===== src/hdl/pmbid_pkg.sv =====
// Purpose: constants for the identification and scratchpad command bank
// Assumes: one command port, two pages, word-serial store reload
// Notes: store slot order is fixed by the LD_* indices below
//
// Functional notes
// RULE_01 - capability byte: bit 7 one for checksum support, bits 3..0 zero
// RULE_02 - capability bits 6..5 fixed at 01, meaning 400 kHz bus maximum
// RULE_03 - capability bit 4 fixed at one: alert output and alert response
// RULE_04 - capability byte read at code 0x19, unpaged, value 0xb0
// RULE_05 - capability only advertises checksum support, never whether it is mandatory
// RULE_06 - revision byte 0x11 read at code 0x98, unpaged, all bits fixed
// RULE_07 - identification word at 0xe7 is read-only and loaded from the store
// RULE_08 - lot code byte at 0xe8 is paged, read-only, loaded from the store
// RULE_09 - info word at 0xb6 refreshed at power-on, restore and bulk read (code has no bulk read; refreshes after power-on and restore loads only)
// RULE_10 - info bit 5 one when no store corrections; all other bits zero
// RULE_11 - scratch words at 0xb3 paged and 0xb4 unpaged, writable, default 0x0000 (code loads both from the store after power-on and restore)
// RULE_12 - one unpaged scratch word plus one independent copy per page
// RULE_13 - reserved words 0xb0, 0xb1 paged, 0xb2 stored; 0xbc paged, not stored (code keeps 0xb0 unpaged)
// RULE_14 - unpaged codes ignore page select; paged codes use the selected copy
// RULE_15 - host uses matching widths and expects no change on read-only writes
// RULE_16 - stored registers load from the store before any host command is taken
package pmbid_pkg;

	localparam int PAGE_COUNT = 2;
	localparam int PAGE_W = 1;
	localparam int WORD_W = 16;
	localparam int BYTE_W = 8;
	localparam int LD_W = 4;

	////////////////////////////////////////////////////////////////////////////////
	localparam logic [7:0] CMD_CAPABILITY = 8'h19;
	localparam logic [7:0] CMD_REVISION = 8'h98;
	localparam logic [7:0] CMD_TOOL_A = 8'hb0;
	localparam logic [7:0] CMD_TOOL_B = 8'hb1;
	localparam logic [7:0] CMD_OEM = 8'hb2;
	localparam logic [7:0] CMD_SCRATCH_P = 8'hb3;
	localparam logic [7:0] CMD_SCRATCH_G = 8'hb4;
	localparam logic [7:0] CMD_INFO = 8'hb6;
	localparam logic [7:0] CMD_MFR_RESV = 8'hbc;
	localparam logic [7:0] CMD_PART_ID = 8'he7;
	localparam logic [7:0] CMD_LOT = 8'he8;

	////////////////////////////////////////////////////////////////////////////////
	localparam int CAP_PEC_BIT = 7;
	localparam int CAP_SCL_MSB = 6;
	localparam int CAP_SCL_LSB = 5;
	localparam int CAP_ALERT_BIT = 4;
	localparam logic [1:0] CAP_SCL_400K = 2'h1;
	localparam logic [7:0] CAP_VALUE = {1'h1, CAP_SCL_400K, 1'h1, 4'h0};
	localparam logic [7:0] REV_VALUE = 8'h11;
	localparam int INFO_ECC_BIT = 5;
	localparam logic [15:0] WORD_RESET = 16'h0000;
	localparam logic [15:0] SCRATCH_RESET = 16'h0000;

	////////////////////////////////////////////////////////////////////////////////
	localparam logic [3:0] LD_TOOL_A = 4'h0;
	localparam logic [3:0] LD_TOOL_B = 4'h1;
	localparam logic [3:0] LD_OEM = 4'h3;
	localparam logic [3:0] LD_SCRATCH_P = 4'h4;
	localparam logic [3:0] LD_SCRATCH_G = 4'h6;
	localparam logic [3:0] LD_PART_ID = 4'h7;
	localparam logic [3:0] LD_LOT = 4'h8;
	localparam logic [3:0] LD_LAST = 4'h9;

endpackage : pmbid_pkg


===== src/hdl/pmbid_bank.sv =====
// Purpose: identification, information and scratchpad command bank
// Assumes: protocol engine hands over one decoded command at a time
// Notes: store answers each eeReq with one eeValid word, any later cycle
module pmbid_bank #(
	parameter int NUM_PAGES = pmbid_pkg::PAGE_COUNT
) (
	input wire logic clock,
	input wire logic arst_n,
	input wire logic cmdValid,
	input wire logic cmdWrite,
	input wire logic [7:0] cmdCode,
	input wire logic [pmbid_pkg::WORD_W-1:0] cmdWrData,
	input wire logic [pmbid_pkg::PAGE_W-1:0] pageSel,
	input wire logic restoreReq,
	output logic cmdReady,
	output logic rspValid,
	output logic rspHit,
	output logic rspWrErr,
	output logic [pmbid_pkg::WORD_W-1:0] rspData,
	output logic eeReq,
	output logic [pmbid_pkg::LD_W-1:0] eeAddr,
	input wire logic eeValid,
	input wire logic [pmbid_pkg::WORD_W-1:0] eeData,
	input wire logic eeEccClean
);
	import pmbid_pkg::*;

	if (NUM_PAGES != PAGE_COUNT)
	begin : g_bad_pages
		$error("pmbid_bank: load order serves exactly two pages");
	end

	typedef enum logic [1:0] {ST_LOAD_REQ, ST_LOAD_WAIT, ST_IDLE} pmbid_state_t;

	pmbid_state_t state_r;
	logic cmdReady_r;
	logic rspValid_r;
	logic rspHit_r;
	logic rspWrErr_r;
	logic [WORD_W-1:0] rspData_r;
	logic eeReq_r;
	logic [LD_W-1:0] eeAddr_r;
	logic eccAcc_r;
	logic [WORD_W-1:0] toolA_r;
	logic [WORD_W-1:0] oemWord_r;
	logic [WORD_W-1:0] scratchG_r;
	logic [WORD_W-1:0] partId_r;
	logic [WORD_W-1:0] infoStatus_r;
	logic [WORD_W-1:0] toolB_r [NUM_PAGES];
	logic [WORD_W-1:0] scratchP_r [NUM_PAGES];
	logic [WORD_W-1:0] mfrResv_r [NUM_PAGES];
	logic [BYTE_W-1:0] lot_r [NUM_PAGES];

	////////////////////////////////////////////////////////////////////////////////
	// decode helpers

	function automatic logic isKnown(input logic [7:0] code);
		case (code)
			CMD_CAPABILITY, CMD_REVISION, CMD_TOOL_A, CMD_TOOL_B, CMD_OEM,
			CMD_SCRATCH_P, CMD_SCRATCH_G, CMD_INFO, CMD_MFR_RESV,
			CMD_PART_ID, CMD_LOT: isKnown = 1'b1;
			default: isKnown = 1'b0;
		endcase
	endfunction

	function automatic logic isWritable(input logic [7:0] code);
		case (code)
			CMD_TOOL_A, CMD_TOOL_B, CMD_OEM, CMD_SCRATCH_P,
			CMD_SCRATCH_G, CMD_MFR_RESV: isWritable = 1'b1;
			default: isWritable = 1'b0;
		endcase
	endfunction

	// unpaged codes never look at pageSel
	function automatic logic [WORD_W-1:0] readWord(input logic [7:0] code,
		input logic [PAGE_W-1:0] pg);
		case (code)
			CMD_CAPABILITY: readWord = {8'h00, CAP_VALUE}; // RULE_04 RULE_05
			CMD_REVISION: readWord = {8'h00, REV_VALUE}; // RULE_06
			CMD_TOOL_A: readWord = toolA_r; // RULE_14
			CMD_TOOL_B: readWord = toolB_r[pg]; // RULE_14
			CMD_OEM: readWord = oemWord_r;
			CMD_SCRATCH_P: readWord = scratchP_r[pg]; // RULE_12
			CMD_SCRATCH_G: readWord = scratchG_r; // RULE_14
			CMD_INFO: readWord = infoStatus_r;
			CMD_MFR_RESV: readWord = mfrResv_r[pg];
			CMD_PART_ID: readWord = partId_r; // RULE_07
			CMD_LOT: readWord = {8'h00, lot_r[pg]}; // RULE_08
			default: readWord = WORD_RESET;
		endcase
	endfunction

	////////////////////////////////////////////////////////////////////////////////
	// command and load strobes

	// a restore in the same cycle wins; the command is not taken
	wire cmdTake = cmdValid && cmdReady_r && !restoreReq;
	wire hostWr = cmdTake && cmdWrite;
	wire loadWr = (state_r == ST_LOAD_WAIT) && eeValid;
	wire loadLast = loadWr && (eeAddr_r == LD_LAST);
	wire restoreTake = (state_r == ST_IDLE) && restoreReq;
	wire [WORD_W-1:0] storeData = (state_r == ST_LOAD_WAIT) ? eeData : cmdWrData;
	wire rdKnown = isKnown(cmdCode);
	wire rdWritable = isWritable(cmdCode);
	logic [WORD_W-1:0] rdData;
	// process, so a stored word changing under a held code is read again
	always_comb rdData = readWord(cmdCode, pageSel);
	wire eccNow = eccAcc_r && eeEccClean;
	wire [WORD_W-1:0] infoNxt = WORD_W'({eccNow}) << INFO_ECC_BIT;

	wire toolAWe = (hostWr && cmdCode == CMD_TOOL_A) || (loadWr && eeAddr_r == LD_TOOL_A);
	wire oemWe = (hostWr && cmdCode == CMD_OEM) || (loadWr && eeAddr_r == LD_OEM);
	wire scratchGWe = (hostWr && cmdCode == CMD_SCRATCH_G)
		|| (loadWr && eeAddr_r == LD_SCRATCH_G);
	wire partIdWe = loadWr && (eeAddr_r == LD_PART_ID);

	////////////////////////////////////////////////////////////////////////////////
	// load sequencer: power-on load, then restore reloads

	always_ff @(posedge clock or negedge arst_n)
	begin
		if (!arst_n)
		begin
			state_r <= ST_LOAD_REQ;
			eeReq_r <= 1'b0;
			eeAddr_r <= LD_TOOL_A;
			eccAcc_r <= 1'b1;
			cmdReady_r <= 1'b0;
		end
		else
		begin
			case (state_r)
				ST_LOAD_REQ:
				begin
					eeReq_r <= 1'b1;
					state_r <= ST_LOAD_WAIT;
				end
				ST_LOAD_WAIT:
				begin
					eeReq_r <= 1'b0;
					if (eeValid)
					begin
						eccAcc_r <= eccNow;
						if (eeAddr_r == LD_LAST)
						begin
							state_r <= ST_IDLE;
							cmdReady_r <= 1'b1; // RULE_16
						end
						else
						begin
							eeAddr_r <= eeAddr_r + LD_W'(1);
							state_r <= ST_LOAD_REQ;
						end
					end
				end
				ST_IDLE:
				begin
					if (restoreReq)
					begin
						eeAddr_r <= LD_TOOL_A; // RULE_09
						eccAcc_r <= 1'b1;
						cmdReady_r <= 1'b0; // RULE_16
						state_r <= ST_LOAD_REQ;
					end
				end
				default:
				begin
					state_r <= ST_IDLE;
				end
			endcase
		end
	end

	////////////////////////////////////////////////////////////////////////////////
	// response: writes to fixed or read-only codes leave storage untouched

	always_ff @(posedge clock or negedge arst_n)
	begin
		if (!arst_n)
		begin
			rspValid_r <= 1'b0;
			rspHit_r <= 1'b0;
			rspWrErr_r <= 1'b0;
			rspData_r <= WORD_RESET;
		end
		else
		begin
			rspValid_r <= cmdTake;
			if (cmdTake)
			begin
				rspHit_r <= rdKnown;
				rspWrErr_r <= cmdWrite && !rdWritable; // RULE_07
				rspData_r <= cmdWrite ? WORD_RESET : rdData;
			end
		end
	end

	////////////////////////////////////////////////////////////////////////////////
	// unpaged storage

	always_ff @(posedge clock or negedge arst_n)
	begin
		if (!arst_n)
		begin
			toolA_r <= WORD_RESET;
			oemWord_r <= WORD_RESET;
			scratchG_r <= SCRATCH_RESET; // RULE_11
			partId_r <= WORD_RESET;
			infoStatus_r <= WORD_RESET;
		end
		else
		begin
			if (toolAWe)
				toolA_r <= storeData; // RULE_13
			if (oemWe)
				oemWord_r <= storeData; // RULE_13
			if (scratchGWe)
				scratchG_r <= storeData; // RULE_11
			if (partIdWe)
				partId_r <= storeData; // RULE_07
			if (loadLast)
				infoStatus_r <= infoNxt; // RULE_10
		end
	end

	////////////////////////////////////////////////////////////////////////////////
	// paged storage, one copy per page

	for (genvar p = 0; p < NUM_PAGES; p++)
	begin : g_page
		wire hostPage = hostWr && (pageSel == PAGE_W'(p));
		wire toolBWe = (hostPage && cmdCode == CMD_TOOL_B)
			|| (loadWr && eeAddr_r == LD_TOOL_B + LD_W'(p));
		wire scratchPWe = (hostPage && cmdCode == CMD_SCRATCH_P)
			|| (loadWr && eeAddr_r == LD_SCRATCH_P + LD_W'(p));
		wire mfrResvWe = hostPage && (cmdCode == CMD_MFR_RESV);
		wire lotWe = loadWr && (eeAddr_r == LD_LOT + LD_W'(p));

		always_ff @(posedge clock or negedge arst_n)
		begin
			if (!arst_n)
			begin
				toolB_r[p] <= WORD_RESET;
				scratchP_r[p] <= SCRATCH_RESET;
				mfrResv_r[p] <= WORD_RESET;
				lot_r[p] <= 8'h00;
			end
			else
			begin
				if (toolBWe)
					toolB_r[p] <= storeData; // RULE_13
				if (scratchPWe)
					scratchP_r[p] <= storeData; // RULE_12
				// not backed by the store: a restore keeps it
				if (mfrResvWe)
					mfrResv_r[p] <= cmdWrData; // RULE_13
				if (lotWe)
					lot_r[p] <= storeData[BYTE_W-1:0]; // RULE_08
			end
		end
	end

	assign cmdReady = cmdReady_r;
	assign rspValid = rspValid_r;
	assign rspHit = rspHit_r;
	assign rspWrErr = rspWrErr_r;
	assign rspData = rspData_r;
	assign eeReq = eeReq_r;
	assign eeAddr = eeAddr_r;
endmodule // pmbid_bank


===== config.mk =====
export PLATFORM = sky130hd
export DESIGN_NAME = pmbid_bank
export DESIGN_NICKNAME = d
export VERILOG_FILES = /design/src/hdl/pmbid_pkg.sv /design/src/hdl/pmbid_bank.sv
export SDC_FILE = /design/constraint.sdc
export NUM_CORES = 1
export LEC_CHECK = 0
export ABC_AREA = 1
export BUFFER_PORTS_ARGS = -buffer_cell sky130_fd_sc_hd__buf_4
export CORE_UTILIZATION = 35
export DETAILED_ROUTE_END_ITERATION = 8
export GPL_ROUTABILITY_DRIVEN = 0
export PLACE_DENSITY_LB_ADDON = 0.15
export SLEW_MARGIN = 10
export SYNTH_ARGS = -nofsm -noshare
export SYNTH_HDL_FRONTEND = slang
export SYNTH_SLANG_ARGS = --single-unit

===== constraint.sdc =====
create_clock -name clock -period 1.9 [get_ports clock]
set_input_delay 0.285 -clock clock [delete_from_list [all_inputs] [get_ports clock]]
set_output_delay 0.285 -clock clock [all_outputs]
set_load 0.02 [all_outputs]

Yosys cells after proc, flatten, opt, wreduce, memory -nomap -nowiden:

Cells that the tools add are included.
W data, S select, Z words.

* register bits: 205
* input port bits: 48
* output and inout bits: 25
* logic and storage cells: 131

* add/subtract/negate cells: 1
* magnitude comparators: 1
* equality and inequality tests: 26
* mux-type cells: 33
* bitwise logic cells: 2
* reductions and logical operators: 46

Operator list (count)
* $mux W16: 11
* $pmux W16 S11: 1
* $eq A8 B8 Y1 const B: 10
* $logic_and A1 B1 Y1: 27
* $mux W8: 3
* $eq A4 B3 Y1 const B: 4
* $mux W4: 3
* $reduce_or A11 Y1: 1
* $eq A4 B2 Y1 const B: 2
* $eq A4 B4 Y1 const B: 2
* $eq A8 B5 Y1 const B: 1
* $pmux W4 S2: 1
* $reduce_and A4 Y1: 2
* $logic_or A1 B1 Y1: 7
* $mux W1: 7
* $mux W2: 3
* $ne A2 B2 Y1 const B: 3
* $pmux W1 S2: 3
* $pmux W2 S3: 1
* $reduce_or A6 Y1: 1
* $add A4 B1 Y4 const B: 1
* $eq A4 B1 Y1 const B: 1
* $logic_not A4 Y1: 1
* $reduce_bool A2 Y1: 2
* 10 further kinds: 11

Depth between registers and ports, before layout:

Gate-level depths: netlist of run 1.

* depth after elaboration: 6
* mapped depth: 11
* mapped depth without buffers: 11

Worst setup path after synthesis of run 1:

OpenSTA, ideal clock, no wires.

* kind: reg-to-reg
* start: reg eeAddr_r[0] (netlist: eeAddr[0])
* end: reg lot_r[10] in the netlist's numbering
* library setup time: 0.131 ns
* arrival time: 1.582 ns
* required time: 1.769 ns
* setup slack: 0.188 ns
* stages on the path, launching flop included: 7
* buffers on the path: 1
* period minus slack after synthesis: 1.712 ns
* path through: dfrtp_1 > inv_1 > ha_1 > inv_1 > nor4_4 > clkbuf_1 > o21ai_0

* word-level cells in the longest chain between the ends: 2

RTL lines
* start, declared: RTL line pmbid_bank.sv:42 `logic [LD_W-1:0] eeAddr_r;`
* start signal, assigned: RTL line pmbid_bank.sv:151 `eeAddr_r <= eeAddr_r + LD_W'(1);`
* $eq A4 B4 Y1: RTL line pmbid_bank.sv:237 `wire lotWe = loadWr && (eeAddr_r == LD_LOT + LD_W'(p));`
* $logic_and A1 B1 Y1: RTL line pmbid_bank.sv:237
* end signal, assigned by index: RTL line pmbid_bank.sv:258 `lot_r[p] <= storeData[BYTE_W-1:0];`
* end, declared: RTL line pmbid_bank.sv:52 `logic [BYTE_W-1:0] lot_r [NUM_PAGES];`

Every way passes these cells.
A chain may end at the register's enable or synchronous reset.

Worst setup path after layout of run 1:

* start: reg state_r[1]
* end: reg partId_r[2]

* word-level cells in the longest chain between the ends: 3
* elaborated cells between the ends (all ways): 4
* classes of those cells: eq/ne: 1; mux: 1; reduce/logical: 2

RTL lines
* start, declared: RTL line pmbid_bank.sv:35 `pmbid_state_t state_r;`
* start signal, assigned: RTL line pmbid_bank.sv:124 `state_r <= ST_LOAD_REQ;`
* start signal, assigned: RTL line pmbid_bank.sv:136 `state_r <= ST_LOAD_WAIT;`
* start signal, assigned: RTL line pmbid_bank.sv:146 `state_r <= ST_IDLE;`
* $eq A2 B1 Y1 (*): RTL line pmbid_bank.sv:99, pmbid_bank.sv:102
* $logic_and A1 B1 Y1: RTL line pmbid_bank.sv:99 `wire loadWr = (state_r == ST_LOAD_WAIT) && eeValid;`
* $logic_and A1 B1 Y1: RTL line pmbid_bank.sv:115 `wire partIdWe = loadWr && (eeAddr_r == LD_PART_ID);`
* end signal, assigned: RTL line pmbid_bank.sv:220 `partId_r <= storeData;`
* end, declared: RTL line pmbid_bank.sv:47 `logic [WORD_W-1:0] partId_r;`

Mark *: on every way between the ends. The rest lies on a longest branch, timed or not.

==> impl_summary.md, run 1 <==
Global route
The number of antenna violations at the first check in global routing was 0. Global routing finished with a remaining overflow of 0. The number of global-route vias before repair is roughly 8.4k. The global-route wire length before repair is around 49000 um. Entering global routing, the biggest net connects about 50 pins. The global-route usage over all layers is 21.6%.

Yosys
Counting flops and latches in the post-synthesis netlist gives 205. Counting flops with a built-in enable in the synthesized netlist gives 0. For this run, the leading register cell type out of synthesis is sky130_fd_sc_hd__dfrtp_1. The share of the yosys chip area belonging to registers is 50.8%. The proportion of register bits with asynchronous set or reset after synthesis is between 90% and 100%. For this run, the number of Yosys warnings is 0. Averaged over all synthesized cells, the footprint is 7.70 um^2. The synthesized instance count is ~1.3k. The cell area after technology mapping is between 10000 and 15000 um^2. The net count after synthesis is roughly 1.4k.

The number of different library cells in the post-synthesis netlist is 37.

Timing
Across all hold checks on the routed design, the worst slack comes to around 0.069 ns. The clock period could shrink to between 1.5 and 2 ns. The measured slew at the worst slew-check pin is 0.609 ns.

The final count of hold timing violations is 0. Derived from the worst setup path, the maximum achievable clock frequency is between 0.5 and 0.6 GHz. Setup total negative slack on the finished layout was measured at 0 ns. On the final layout, the worst clock skew is around 0.011 ns. The final setup violation count is 0. Setup repair after global routing left no endpoint under its margin. The share of the clock period used by the worst path after layout is between 80 and 90%.

After layout, the worst setup slack is slightly below 0.2 ns. In this run the tightest slew margin relative to its limit is 59.4%. The number of pins exceeding their max-slew limit in the final report is 0.

Clock network
The clock latency on the worst-skew pair is about 0.52 ns. CTS placed an instance of sky130_fd_sc_hd__clkbuf_16 at the clock tree root. The CTS clock-pin slew for the worst setup and hold paths is 0.06 ns. In this run the number of H-tree levels came out at 1.

The buffers inserted during post-CTS setup optimization is 0. The number of buffers created by CTS is 24. For this design, the sink count on the clock tree is slightly above 200.

The clock tree from TritonCTS is yes. The worst-case clock buffer depth is 3.

Critical path
The required time at the worst-slack endpoint is between 2 and 2.5 ns. STA classifies the critical path endpoint as a flop. The worst setup path is launched from a flop. The endpoint of the lowest-slack register-to-register path is partId_r[2].

Along the worst path, the maximum fanout reaches 24. Across all register-to-register paths, the minimum setup slack is around 0.20 ns. Counting cells, the worst reg-to-reg path comes to 7. The classification of the worst setup path is flop to flop. The data arrival time of the worst path is roughly 2.1 ns. In this run the critical register-to-register path is launched from state_r[1].

Placement
The post-place instance area is 11400 um^2. The placement-stage worst setup slack is around 0.045 ns. The placed wire-length estimate after detailed placement is roughly 22000 um. During placement, the flow inserted port buffers numbering 72.

Cells and area
For this run, the post-layout net count is 1471. The fill cell instance count of the final layout is slightly below 3k. The number of antenna diodes in the final layout is 0. Cells with a size suffix above 1 make up 15.9% of the layout.

Summing all non-filler instances in the final layout gives an area of 12300 um^2. Registers take roughly 5100 um^2. The area growth from synthesis to layout is 21.6%.

The area taken by multi-input logic gates is between 4000 and 5000 um^2.

Die
The die outline width is 172 um. The height of the chip is between 150 and 200 um. Once the floorplan was initialized, standard cells occupied between 30 and 40% of the core. During I/O placement, the number of pins put on the boundary was 73. The overall die area is a little under 30000 um^2. The floorplan core area is 28100 um^2. The number of rows created at floorplan is 61.

Route
The via density per instance is about 4.8. The final route contains a little under 9k vias. The count of nets left with antenna violations once routing finished came out at 0. After detailed routing, the number of remaining DRC violations is 0. The count of TritonRoute iterations in the first routing pass is 5. The wire length per cell after detailed routing is 16.9 um. The detailed router finished its first iteration with ~730 violations. The final routed wirelength across all metal layers is roughly 30000 um.

Job
The number of max-cap violations is 0.

Pwr
The standby leakage power is between 0.006 and 0.007 uW. IR analysis of the VDD net gives a maximum drop of ~0.00070 V. Power spread over the standard cell area amounts to around 1300 nW/um^2.

Min path
In this run the worst hold path is classified as input port to flop. For hold timing, the worst endpoint is mfrResv_r[23]. The startpoint identified for the worst hold timing path is cmdWrData[7]. The number of cells on the worst hold path is 3.

Outcome
The flow ran to the end, and the final reports show no timing, DRC or antenna violations.
## power by group
group          total (uW)  leakage (uW)  switching [uW]  internal, uW
Sequential           6720       0.00255             728          6000
Clock                4690      0.000416            1880          2820
Combinational        5010       0.00326            3300          1710
## cell families (layout without fill, tap and decap cells)
kind of cell,Yosys count,count (layout),synth area share (%)
adder cells (fa/ha/maj),4,4,0.495
buffers and inverters,210,334,8.59
AO/OA/AOI/OAI,241,241,12.4
flip-flops,205,205,50.8
AND/OR/NAND/NOR,649,649,27.3
multiplexers,4,4,0.446
## registers in the layout, summed over array words and instances, names as in the netlist
signal	flops
partId_r	16
toolB_r	32
mfrResv_r	32
lot_r	16
rspHit	1
rspValid	1
toolA_r	16
cmdReady	1
eccAcc_r	1
eeAddr	4
oemWord_r	16
rspWrErr	1
scratchG_r	16
state_r	2
eeReq	1
rspData	16
scratchP_r	32
infoStatus_r	1
## how the worst max path moves through the flow
| stage | from | end |
|---|---|---|
| 2_1_floorplan | eeAddr[0] | lot_r[10] |
| 3_3_place_gp | cmdCode[6] | rspData[11] |
| 3_5_place_dp | cmdCode[6] | rspData[1] |
| 4_1_cts | state_r[1] | infoStatus_r[5] |
| 5_1_grt | state_r[1] | partId_r[11] |
| 6_report | state_r[1] | partId_r[2] |
## layer usage
metal	global-route usage, %	routed length [um]	vias up
li1	-	-	4367
met1	33.7	15500	4137
met2	32.3	13000	225
met3	2.59	1750	32
met4	3.46	429	0
met5	0	0	-
## timing repair
action | CTS | global route
endpoints found under the setup margin | 0 | 10
gates resized for setup | 0 | 1
hold buffers | 3 | 0
hold endpoints to repair | 43 | 0
## critical path: stages, from the launching register on
cell                      delay (ns)
sky130_fd_sc_hd__dfrtp_1        0.47
sky130_fd_sc_hd__nor2_8         0.16
sky130_fd_sc_hd__nand2_4        0.09
sky130_fd_sc_hd__inv_2          0.08
sky130_fd_sc_hd__nand2_1        0.10
sky130_fd_sc_hd__nor2_4         0.21
sky130_fd_sc_hd__buf_4          0.32
sky130_fd_sc_hd__o21ai_0        0.13
## final cells by class
type / count / share of cell area, %
flip-flops and latches: 205 / 41.7
well taps: 378 / 3.85
repair buffers: 138 / 9.69
multi-input cells: 898 / 33.4
inverters: 152 / 4.65
clock inverters: 7 / 0.315
clock buffers: 37 / 6.35
## cells in the mapped netlist, types with 3 or more instances
cell / n / area (um^2)
sky130_fd_sc_hd__buf_2: 32 / 160
sky130_fd_sc_hd__o21ai_2: 9 / 78.8
sky130_fd_sc_hd__nand2_1: 445 / 1670
sky130_fd_sc_hd__nand2_4: 3 / 33.8
sky130_fd_sc_hd__o21ai_1: 21 / 105
sky130_fd_sc_hd__nor2_2: 7 / 43.8
sky130_fd_sc_hd__mux2_2: 4 / 45.0
sky130_fd_sc_hd__buf_4: 8 / 60.1
sky130_fd_sc_hd__o21ai_0: 200 / 1000
sky130_fd_sc_hd__inv_2: 5 / 18.8
sky130_fd_sc_hd__nand2_2: 9 / 56.3
sky130_fd_sc_hd__ha_1: 4 / 50.1
sky130_fd_sc_hd__nor2_4: 6 / 67.6
sky130_fd_sc_hd__a21oi_1: 7 / 35.0
sky130_fd_sc_hd__nand3_1: 111 / 556
sky130_fd_sc_hd__nor2_1: 57 / 214
sky130_fd_sc_hd__nand4_1: 3 / 18.8
sky130_fd_sc_hd__dfrtp_1: 204 / 5100
sky130_fd_sc_hd__inv_1: 145 / 544
sky130_fd_sc_hd__clkbuf_1: 14 / 52.6
## cells in the final DEF, fill, tap and decap left out, types with 2 or more instances in the layout
| master | n |
|---|---|
| sky130_fd_sc_hd__a21boi_0 | 2 |
| sky130_fd_sc_hd__a21oi_1 | 7 |
| sky130_fd_sc_hd__buf_12 | 11 |
| sky130_fd_sc_hd__buf_4 | 122 |
| sky130_fd_sc_hd__clkbuf_16 | 25 |
| sky130_fd_sc_hd__clkbuf_8 | 12 |
| sky130_fd_sc_hd__clkinv_2 | 7 |
| sky130_fd_sc_hd__dfrtp_1 | 204 |
| sky130_fd_sc_hd__dlygate4sd3_1 | 3 |
| sky130_fd_sc_hd__ha_1 | 4 |
| sky130_fd_sc_hd__inv_1 | 145 |
| sky130_fd_sc_hd__inv_2 | 5 |
| sky130_fd_sc_hd__mux2_2 | 4 |
| sky130_fd_sc_hd__nand2_1 | 445 |
| sky130_fd_sc_hd__nand2_2 | 9 |
| sky130_fd_sc_hd__nand2_4 | 3 |
| sky130_fd_sc_hd__nand3_1 | 111 |
| sky130_fd_sc_hd__nand4_1 | 3 |
| sky130_fd_sc_hd__nor2_1 | 57 |
| sky130_fd_sc_hd__nor2_2 | 7 |
| sky130_fd_sc_hd__nor2_4 | 6 |
| sky130_fd_sc_hd__o21ai_0 | 200 |
| sky130_fd_sc_hd__o21ai_1 | 21 |
| sky130_fd_sc_hd__o21ai_2 | 9 |
## metrics by stage
| step | std cells | total power, uW | utilization (%) |
|---|---|---|---|
| final | 1815 | 16400 | 43.8 |
| after global routing | 1815 | 17600 | 43.8 |
| after global placement | 1768 | 11700 | 40.7 |
| after CTS | 1815 | 16500 | 43.8 |
| after detailed placement | 1768 | 11800 | 40.7 |
| after floorplan | 1313 | 9620 | - |
No activity file was read; power rests on OpenSTA's default activity.
==> run 2: changes to the inputs <==
--- a/config.mk
+++ b/config.mk
@@ -7,7 +7,7 @@
 export LEC_CHECK = 0
 export ABC_AREA = 1
 export BUFFER_PORTS_ARGS = -buffer_cell sky130_fd_sc_hd__buf_4
-export CORE_UTILIZATION = 35
+export CORE_UTILIZATION = 40
 export DETAILED_ROUTE_END_ITERATION = 8
 export GPL_ROUTABILITY_DRIVEN = 0
 export PLACE_DENSITY_LB_ADDON = 0.15
==> run 2 against run 1 <==
Net effect: hold slack got worse by 0.0029 ns; worst setup slack improved by 0.035 ns; core utilization increased by 6.3 points; sequential power about the same; critical path depth unchanged; clock skew decreased by 0.0022 ns; sequential share of layout area about the same; cell area about the same; maximum frequency increased by 2.1%; die area decreased by 12%; critical endpoint is now toolA_r[13].
==> impl_summary.md, run 2 (synthesized netlist as in run 1, its figures left out) <==
Route
The via density per instance is between 5 and 6. Wires add up to about 31000 um. In the final routed layout, each cell accounts on average for between 15 and 20 um. For this run, the detailed router's first-pass iteration total came to 5.

The number of antenna-violating nets in the routed design is 0. The first routing iteration left roughly 720 violations. The total via count after detailed routing is between 8k and 9k. The DRC violation count after routing is 0.

Cells and area
The library cells used most frequently in the layout, excluding fill and tap cells, are sky130_fd_sc_hd__nand2_1, sky130_fd_sc_hd__dfrtp_1, sky130_fd_sc_hd__o21ai_0. The largest registers in the layout are mfrResv_r x32, scratchP_r x32, toolB_r x32. The number of nets in the layout is approximately 1.5k.

For this run, the share of the core covered by cells in the final layout is about half. In the final layout, the share of cells above drive strength 1 is about 16%. Leaving out fill and tap cells, the most frequent cell in the layout is sky130_fd_sc_hd__nand2_1. The finished layout holds around 1.8k standard cells, fillers aside. 0 antenna diodes ended up in the layout.

The signed area change from the synthesized netlist to the final layout is 21.6%.

Job
The number of max-cap violations is 0.

Timing
Setup repair after global routing left no endpoint under its margin. The final setup violation count is 0. The final critical path takes up between 80 and 90% of the cycle. Derived from the worst setup path, the maximum achievable clock frequency is 0.599 GHz. The worst clock skew is ~0.0085 ns. Subtracting the final worst setup slack from the clock period gives about 1.7 ns. The final hold slack is about 0.066 ns. Headroom to the max-slew limit came out at 60.0%. At the pin with the least slew margin, the transition time is ~0.6 ns. The setup TNS after final layout is 0 ns.

The number of pins exceeding their max-slew limit in the final report is 0. The final count of hold timing violations is 0. The setup slack of the critical path after layout is around 0.23 ns.

Pwr
The worst voltage drop across the vdd grid is between 0.001 and 0.0015 V. For this design the ratio of total power to cell area is roughly 1400 nW/um^2. Summed over all cells, the static leakage comes to around 0.0062 uW.

Die
The overall die area is 25900 um^2. The floorplan core area is between 20000 and 25000 um^2. Measured along the y axis, the die boundary spans 161 um. The I/O pin total is 73. The number of rows created at floorplan is 57. The die outline width is roughly 160 um.

For this configuration, the core starts out at a cell density of 41.2%.

Clock network
The CTS clock-pin slew for the worst setup and hold paths is about 0.06 ns. The count of clock tree sinks is 205. The number of buffers created by CTS is 24. The number of hold buffers added after CTS is 3. The clock passes through at most 3 buffers. The CTS H-tree depth is 1.

Post-CTS timing repair inserted 0 buffers for setup. TritonCTS built the clock tree. The clock latency on the worst-skew pair is 0.52 ns. Post-CTS repair changed the size of 0 cells.

The buffer type at the clock tree root is sky130_fd_sc_hd__clkbuf_16.

Critical path
The number of cells on the worst reg-to-reg path is 7. At the worst endpoint, the arrival time is between 2 and 2.5 ns. The startpoint type of the worst setup path is a flop. The maximum fanout along the worst path is 32. STA classifies the critical path endpoint as a flop.

The register-to-register setup slack is 0.23 ns. The required time at the worst-slack endpoint is between 2 and 2.5 ns. The endpoint of the lowest-slack register-to-register path is toolA_r[13]. In this run the critical register-to-register path is launched from state_r[1]. The critical path is of the flop to flop type.

Min path
The hold-critical path endpoint is mfrResv_r[27]. The launch point of the worst hold path is cmdWrData[11]. The number of cells on the worst hold path is 3.

The worst hold path class is input port to flop.

Global route
The largest net degree at the start of global routing is 54. Global routing consumed, over all layers together, roughly a quarter of the routing resources. For this run the aggregate overflow at the end of global routing stands at 0.

The number of antenna violations at the first check in global routing is 0. The first global-routing pass estimated around 50000 um of wire. The number of global-route vias before repair is ~8.6k.

Placement
The placed wire-length estimate after detailed placement is roughly 22000 um. The total placed cells including tap cells is approximately 1.7k. Port buffering added between 70 and 80 buffers. OpenSTA, run right after detailed placement, puts the worst setup slack at between 0.04 and 0.05 ns.

Outcome
The flow ran to the end, and the final reports show no timing, DRC or antenna violations.
run 2: cell count changes in the layout (fill, tap and decap cells not counted), sizes merged:
| cell | delta |
|---|---|
| bufinv | +2 |
| clkbuf | -3 |
| buf | +1 |
| clkinvlp | +1 |
| clkinv | -1 |
run 2: area by class of cell:
class / count / area [um^2]
inverters: 152 / 572
flip-flops and latches: 205 / 5130
well taps: 324 / 405
clock buffers: 34 / 729
clock inverters: 9 / 97.6
multi-input cells: 898 / 4110
fillers: 2467 / 12200
repair buffers: 139 / 1240
run 2: layer usage:
layer	vias up	global-route usage (%)	wire [um]
li1	4369	-	-
met1	4243	37.7	14700
met2	302	37.1	13500
met3	50	3.49	2100
met4	0	6.82	785
met5	-	0	0
run 2: power by group:
part	internal, uW	total [uW]	switching [uW]
Clock	2930	4760	1830
Sequential	6000	6740	743
Combinational	1750	5130	3370
run 2: worst max-delay path, stage by stage, from the launching register on:
cell and delay [ns]:
sky130_fd_sc_hd__dfrtp_1 0.47, sky130_fd_sc_hd__nor2_8 0.17, sky130_fd_sc_hd__nand2_4 0.10, sky130_fd_sc_hd__nor3_4 0.19, sky130_fd_sc_hd__nand2_1 0.19, sky130_fd_sc_hd__o21ai_2 0.12, sky130_fd_sc_hd__buf_12 0.19, sky130_fd_sc_hd__o21ai_0 0.10
run 2: worst max-delay path by stage:
stage	endpoint	startpoint	slack, ns
3_5_place_dp	scratchG_r[10]	cmdCode[6]	0.04
6_report	toolA_r[13]	state_r[1]	0.23
5_1_grt	toolA_r[12]	state_r[1]	0.07
2_1_floorplan	lot_r[10]	eeAddr[0]	0.19
3_3_place_gp	scratchP_r[27]	cmdCode[6]	0.08
4_1_cts	toolA_r[3]	state_r[1]	0.24
run 2: metrics by stage:
step                      cell area [um^2]  total power, uW
after floorplan                      10100             9620
after global placement               11400            11800
after detailed placement             11400            11900
after CTS                            12300            16700
after global routing                 12300            17700
final                                12300            16600
